[config.mk]
export PLATFORM = sky130hd
export DESIGN_NAME = tsi2c_slave
export DESIGN_NICKNAME = d
export VERILOG_FILES = /design/src/design/tsi2c_regfile.v /design/src/design/tsi2c_slave.v /design/src/design/tsi2c_sync.v
export VERILOG_INCLUDE_DIRS = /design/src /design/src/shared
export SDC_FILE = /design/constraint.sdc
export NUM_CORES = 2
export LEC_CHECK = 0
export BUFFER_PORTS_ARGS = -buffer_cell sky130_fd_sc_hd__buf_2
export CAP_MARGIN = 20
export CORE_MARGIN = 3
export CORE_UTILIZATION = 47
export DETAILED_ROUTE_END_ITERATION = 16
export GPL_TIMING_DRIVEN = 0
export HOLD_SLACK_MARGIN = 0.08
export PLACE_DENSITY = 0.64
export SETUP_SLACK_MARGIN = 0.5
export SYNTH_ARGS = -nofsm -noshare
export SYNTH_HDL_FRONTEND = slang
export SYNTH_SLANG_ARGS = --single-unit
[constraint.sdc]
create_clock -name clock_in -period 2.45 [get_ports clock_in]
set_input_delay 0.49 -clock clock_in [delete_from_list [all_inputs] [get_ports clock_in]]
set_output_delay 0.49 -clock clock_in [all_outputs]
set_load 0.02 [all_outputs]
[src/shared/tsi2c_map.vh]
// Constants for the touch sensor two-wire slave port
`ifndef TSI2C_MAP_VH
`define TSI2C_MAP_VH
`define TSI2C_ADDR_A 7'h4a
`define TSI2C_ADDR_B 7'h4b
`define TSI2C_RW_BIT 0
`define TSI2C_BITS_PER_BYTE 4'h8
`define TSI2C_MAX_RATE_KBPS 400
`define TSI2C_CLK_MHZ 25
`define TSI2C_SYNC_STAGES 2
`define TSI2C_PTR_RESET 8'h00
`define TSI2C_REG_RESET 8'h00
`endif

[src/design/tsi2c_regfile.v]
// Register bank written and read through the serial port
`timescale 1ns/100ps
`include "tsi2c_map.vh"
module tsi2c_regfile #(
    parameter AW = 8,
    parameter DEPTH = 256
) (
    input wire clock_in,
    input wire resetn_in,
    input wire enable_in,
    input wire wr_in,
    input wire [AW-1:0] waddr_in,
    input wire [7:0] wdata_in,
    input wire [AW-1:0] raddr_in,
    output wire [7:0] rdata_out
);
    reg [7:0] mem [0:DEPTH-1];
    genvar i;
    generate
        for (i = 0; i < DEPTH; i = i + 1) begin : g_reg
            always @(posedge clock_in or negedge resetn_in) begin
                if (!resetn_in) begin
                    mem[i] <= `TSI2C_REG_RESET;
                end else if (enable_in && wr_in && waddr_in == i) begin
                    mem[i] <= wdata_in;
                end
            end
        end
    endgenerate
    assign rdata_out = mem[raddr_in];
endmodule // tsi2c_regfile

[src/design/tsi2c_slave.v]
// Two-wire serial slave port of the touch sensor controller
`timescale 1ns/100ps
`include "tsi2c_map.vh"
module tsi2c_slave #(
    parameter [6:0] SLAVE_ADDR = `TSI2C_ADDR_A,
    parameter AW = 8
) (
    input wire clock_in,
    input wire resetn_in,
    input wire enable_in,
    input wire scl_in,
    input wire sda_in,
    output reg sda_out,
    output reg sda_oe_n_out,
    output reg busy_out,
    output reg [AW-1:0] pointer_out
);
    localparam [4:0] ST_IDLE = 5'h01;
    localparam [4:0] ST_RECV = 5'h02;
    localparam [4:0] ST_ACK = 5'h04;
    localparam [4:0] ST_SEND = 5'h08;
    localparam [4:0] ST_MACK = 5'h10;

    wire scl_s;
    wire sda_s;
    reg scl_d;
    reg sda_d;
    reg [4:0] state;
    reg [7:0] shift;
    reg [3:0] bitcnt;
    reg [1:0] phase;
    reg rw;
    reg drive_low;
    reg wr_pulse;
    reg [AW-1:0] wr_addr;
    reg [7:0] wr_data;
    wire [7:0] rd_data;
    wire scl_rise;
    wire scl_fall;
    wire start_cond;
    wire stop_cond;
    localparam [1:0] PH_ADDR = 2'd0;
    localparam [1:0] PH_CMD = 2'd1;
    localparam [1:0] PH_DATA = 2'd2;

    // Pins come from the master's domain, so both pass two flip-flops
    tsi2c_sync u_scl_sync (
        .clock_in(clock_in),
        .resetn_in(resetn_in),
        .enable_in(enable_in),
        .async_in(scl_in),
        .sync_out(scl_s)
    );
    tsi2c_sync u_sda_sync (
        .clock_in(clock_in),
        .resetn_in(resetn_in),
        .enable_in(enable_in),
        .async_in(sda_in),
        .sync_out(sda_s)
    );

    tsi2c_regfile #(
        .AW(AW),
        .DEPTH(1 << AW)
    ) u_regs (
        .clock_in(clock_in),
        .resetn_in(resetn_in),
        .enable_in(enable_in),
        .wr_in(wr_pulse),
        .waddr_in(wr_addr),
        .wdata_in(wr_data),
        .raddr_in(pointer_out),
        .rdata_out(rd_data)
    );

    // 25 MHz sampling gives about 62 samples per bit at 400 kbit/s
    always @(posedge clock_in or negedge resetn_in) begin
        if (!resetn_in) begin
            scl_d <= 1'b1;
            sda_d <= 1'b1;
        end else if (enable_in) begin
            scl_d <= scl_s;
            sda_d <= sda_s;
        end
    end

    assign scl_rise = scl_s && !scl_d;
    assign scl_fall = !scl_s && scl_d;
    assign start_cond = scl_s && scl_d && sda_d && !sda_s;
    assign stop_cond = scl_s && scl_d && !sda_d && sda_s;

    always @(posedge clock_in or negedge resetn_in) begin
        if (!resetn_in) begin
            state <= ST_IDLE;
            shift <= 8'h00;
            bitcnt <= 4'h0;
            phase <= PH_ADDR;
            rw <= 1'b0;
            drive_low <= 1'b0;
            wr_pulse <= 1'b0;
            wr_addr <= {AW{1'b0}};
            wr_data <= 8'h00;
            pointer_out <= `TSI2C_PTR_RESET;
            busy_out <= 1'b0;
            sda_out <= 1'b0;
            sda_oe_n_out <= 1'b1;
        end else if (enable_in) begin
            wr_pulse <= 1'b0;
            // Open drain: output level fixed low, only the enable moves
            sda_out <= 1'b0;
            sda_oe_n_out <= !drive_low;
            if (start_cond) begin
                // Repeated START also lands here and keeps the pointer
                state <= ST_RECV;
                phase <= PH_ADDR;
                bitcnt <= 4'h0;
                drive_low <= 1'b0;
                busy_out <= 1'b1;
            end else if (stop_cond) begin
                state <= ST_IDLE;
                drive_low <= 1'b0;
                busy_out <= 1'b0;
            end else begin
                case (state)
                ST_IDLE: begin
                    drive_low <= 1'b0;
                end
                ST_RECV: begin
                    if (scl_rise) begin
                        shift <= {shift[6:0], sda_s};
                        bitcnt <= bitcnt + 4'h1;
                    end else if (scl_fall &&
                                 bitcnt == `TSI2C_BITS_PER_BYTE) begin
                        bitcnt <= 4'h0;
                        state <= ST_ACK;
                        drive_low <= 1'b1;
                        case (phase)
                        PH_ADDR: begin
                            if (shift[7:1] == SLAVE_ADDR) begin
                                rw <= shift[`TSI2C_RW_BIT];
                            end else begin
                                state <= ST_IDLE;
                                drive_low <= 1'b0;
                            end
                        end
                        PH_CMD: begin
                            pointer_out <= shift[AW-1:0];
                        end
                        default: begin
                            wr_pulse <= 1'b1;
                            wr_addr <= pointer_out;
                            wr_data <= shift;
                            pointer_out <= pointer_out + 1'b1;
                        end
                        endcase
                    end
                end
                ST_ACK: begin
                    // After the ninth clock's falling edge release, or for a read drive data bit 7
                    if (scl_fall) begin
                        if (phase == PH_ADDR && rw) begin
                            state <= ST_SEND;
                            shift <= rd_data;
                            drive_low <= !rd_data[7];
                            pointer_out <= pointer_out + 1'b1;
                            bitcnt <= 4'h1;
                        end else begin
                            state <= ST_RECV;
                            drive_low <= 1'b0;
                            phase <= (phase == PH_ADDR) ? PH_CMD : PH_DATA;
                        end
                    end
                end
                ST_SEND: begin
                    if (scl_fall) begin
                        if (bitcnt == `TSI2C_BITS_PER_BYTE) begin
                            state <= ST_MACK;
                            drive_low <= 1'b0;
                        end else begin
                            drive_low <= !shift[7 - bitcnt[2:0]];
                            bitcnt <= bitcnt + 4'h1;
                        end
                    end
                end
                ST_MACK: begin
                    if (scl_rise) begin
                        // Master's NACK ends the read; it must then STOP
                        if (sda_s) begin
                            state <= ST_IDLE;
                        end else begin
                            shift <= rd_data;
                            bitcnt <= 4'h0;
                        end
                    end else if (scl_fall && bitcnt == 4'h0) begin
                        state <= ST_SEND;
                        drive_low <= !shift[7];
                        pointer_out <= pointer_out + 1'b1;
                        bitcnt <= 4'h1;
                    end
                end
                default: begin
                    state <= ST_IDLE;
                    drive_low <= 1'b0;
                end
                endcase
            end
        end
    end
endmodule // tsi2c_slave

[src/design/tsi2c_sync.v]
// Two flip-flop synchroniser for the serial pins
`timescale 1ns/100ps
module tsi2c_sync (
    input wire clock_in,
    input wire resetn_in,
    input wire enable_in,
    input wire async_in,
    output reg sync_out
);
    reg meta;
    always @(posedge clock_in or negedge resetn_in) begin
        if (!resetn_in) begin
            meta <= 1'b1;
            sync_out <= 1'b1;
        end else if (enable_in) begin
            meta <= async_in;
            sync_out <= meta;
        end
    end
endmodule // tsi2c_sync

==> flow_summary_export.csv <==
group,metric,value,unit
global_route,grt_max_degree,173,
logic_synthesis,yosysTopAreaCellShare,54.35,%
global_route,antenna_found_initial,87,
logic_synthesis,synth_area_per_cell,15.26,sq um
status,violations,"negative setup slack",
sta,slew_headroom,14.73,%
sta,hold_violations,0,
routing,viasPerCell,7.103,
die,die_x,458.9,um
sta,fin_setup_tns,-533.38,ns
setup_path,crit_chain,"clkbuf_1, clkbuf_2, nand2_2, a21oi_1, a21oi_1, o211ai_1, o21ai_2, o311ai_4",
setup_path,end_kind,"flop",
clock_network,cts_max_level,4,
routing,via_count,69820,
logic_synthesis,yosys-top-cells-count,"dfrtp_1, mux2_2, mux4_2",
global_route,track_usage,47.14,%
sta,skew,0.04309,ns
setup_path,crit_type,"reg -> reg",
placed_design,portBuffers,13,
global_route,grt_pass1_wl,646100,um
logic_synthesis,synth_nets,6326,
logic_synthesis,yosys.cell_types.count,73,
routing,drcViolationCount,0,
die,coreArea,203100,sq um
finish,stdcell_count,9829,
finish,area_growth,23.02,%
logic_synthesis,yosysWarnings,0,
finish,fin_nets,6958,
setup_path,critPathBufInv,2,
logic_synthesis,ys.flop_type,"dfrtp_1",
clock_network,clockRootBuffer,"clkbuf_16",
sta,finalSetupViolations,1824,
setup_path,r2r-start,"pointer_out[4]$_DFFE_PN0P_",
power_and_ir_drop,ir_worst_vdd,812.9,uV
die,fp-row-count,165,
clock_network,path_clk_slew,0.06,ns
clock_network,cts_tree,"built",
setup_path,path_delay_family,"compound AO/OA/AOI/OAI gates",
logic_synthesis,synth_top_area_cell,"dfrtp_1",
routing,dr.pass1.iters,6,
sta,slew_violations,0,
setup_path,worst_ep_required_time,3.22,ns
setup_path,path_common_cell,"a21oi_1",
placed_design,placedCellCount,9107,
setup_path,r2r-end,"shift[1]$_DFFE_PN0P_",
sta,min_period_over_period,159.6,%
die,die_h,458.9,um
setup_path,rr_worst_depth,8,
global_route,grt_pass1_vias,66590,
setup_path,critPathMaxStageDelay,0.80,ns
placed_design,hpwlAfterDp,345300,um
logic_synthesis,synth_edf_count,0,
sta,fmax,255.7,MHz
setup_path,critPathSlowestCell,"clkbuf_2",
sta,max_slew.worst_pin.slew,1.279,ns
setup_path,path_max_fanout,10,
global_route,gr-total-overflow,0,
clock_network,clock_path_buffers,3,
run,maxCapViolCount,0,
finish,fin_area,118600,sq um
sta,rsz0062_at_grt,"yes",
logic_synthesis,ys_seq_elements,2102,
routing,drtIter0Drc,10440,
routing,wl,503000,um
setup_path,crit_path_end,"shift[1]$_DFFE_PN0P_",
routing,final_antenna_net_count,0,
clock_network,clkSinkCount,2102,
setup_path,reg2reg_slack,-1.46,ns
power_and_ir_drop,power_leakage,56.32,nW
logic_synthesis,yosysMostFrequentCell,"dfrtp_1",
logic_synthesis,synth_async_sr_flop_share,100.0,%
die,start_util,47.46,%
logic_synthesis,synthTopCellsByArea,"dfrtp_1, mux2_2, mux4_2",
logic_synthesis,netlist_instances,6318,
placed_design,preCtsSetupSlack,-3.696,ns
clock_network,cts_made_buffers,223,
placed_design,routabilityCongestion,1.067,
logic_synthesis,syn-cell-area,96410,sq um
die,dieArea,210600,sq um
finish,drive_above_1_share,55.59,%
setup_path,arrival,4.68,ns
min_path,worst_hold_path_type,"in -> reg",
placed_design,place_area,103200,sq um
sta,min_period,3.911,ns
die,io_pins,16,
power_and_ir_drop,powerDensity,640.9,nW/um^2
logic_synthesis,seq_area_frac_synth,54.57,%
setup_path,critPathLaunch,"pointer_out[4]$_DFFE_PN0P_",
setup_path,startpoint_type,"flop",
status,outcome,"finished with violations",
setup_path,cp.depth,8,
routing,wl_per_cell,51.18,um
sta,setup_slack,-1.461,ns
clock_network,worstSkewPairLatency,0.92,ns
cell usage in the layout, fill, tap and decap left out, types with 20 or more instances in the layout:
cell       instances
buf_12           114
buf_6             65
mux2i_4           26
nand2_2           30
mux2i_1          141
clkinv_2          32
mux4_2           490
nor2_4            79
buf_4            165
clkbuf_8          71
nand2_1          207
a22oi_1           35
diode_2           39
mux2_4            85
buf_8             65
nor2b_1           20
clkbuf_4          24
clkbuf_16        256
clkbuf_1         248
dfrtp_1         2080
o21ai_0           21
clkbuf_2          75
buf_16            99
mux2_2          2001
nor2_1            88
o22ai_1           25
nand3_1           26
a21oi_1           46
registers in the layout, summed over array words and instances, names as in the netlist, 2 cells and up:
signal	flops
wr_addr	8
u_regs.mem	2048
state	5
pointer_out	8
wr_data	8
phase	2
shift	8
bitcnt	4
kinds of logic after synthesis:
logic type	after synthesis	synth area share, %
XOR/XNOR	2	0.01817
AND/OR/NAND/NOR	623	2.831
AO/OA/AOI/OAI	347	2.571
adder cells (fa/ha/maj)	3	0.03894
multiplexers	2751	37.63
buffers and inverters	489	2.339
other	1	0.003890
flip-flops	2102	54.57
area by class of cell:
class                   count  area [sq um]
repair buffers            406          5705
well taps                2672          3343
flip-flops and latches   2102         52630
inverters                  15         63.81
clock inverters            60         863.3
clock buffers             333          6505
diodes                     39         97.59
multi-input cells        3728         44550
plain buffers             474          4842
fillers                 15840         84540
tightest hold or removal path, cell delays in order:
cell,delay (ns)
buf_8,0.12
buf_1,0.26
a21oi_1,0.19
worst min path at each step:
stage / from / endpoint / slack (ns) / cells after the start
6_report: enable_in / phase[1]$_DFFE_PN0P_ / 0.22 / 3
3_3_place_gp: drive_low$_DFFE_PN0P_ / sda_oe_n_out$_DFFE_PN1P_ / 0.45 / 1
2_1_floorplan: resetn_in / bitcnt[0]$_DFFE_PN0P_ / 0.19 / 0
4_1_cts: resetn_in / u_regs.mem[440]$_DFFE_PN0P_ / -0.45 / 1
5_1_grt: enable_in / drive_low$_DFFE_PN0P_ / 0.27 / 5
3_5_place_dp: drive_low$_DFFE_PN0P_ / sda_oe_n_out$_DFFE_PN1P_ / 0.44 / 1
layer usage:
metal  GRT usage [%]  wire [um]  vias up
met3           22.92      73850     1702
met2           62.31     197600     5528
met4           37.06      51340       26
met5         0.06889        231        -
met1           58.49     180000    37570
li1                -          -    25000
repair_timing:
| item | CTS | global route |
|---|---|---|
| endpoints found under the hold margin | 137 | 372 |
| gates resized for setup | 676 | 460 |
| pin swaps | 44 | 57 |
| endpoints found under the setup margin | 3374 | 3375 |
| buffers inserted | 159 | 91 |
| hold buffers | 3 | 1 |
| gates cloned | 8 | 18 |
report_power, final:
part	internal [mW]	total, mW	switching, mW
logic	1.81	6.10	4.29
registers	34.8	35.0	0.190
clock network	19.8	34.9	15.1
total	56.4	76.0	19.6
metrics by stage:
step | total power [mW] | hold slack [ns] | utilization, %
after CTS | 75.37 | -0.4537 | 56.91
after detailed placement | 40.25 | 0.4417 | 50.82
after global placement | 39.84 | 0.4451 | 49.79
after floorplan | 36.99 | 0.1944 | -
after global routing | 77.23 | 0.2742 | 58.34
final | 76.01 | 0.2196 | 58.38
Power figures use the tool's default switching activity.
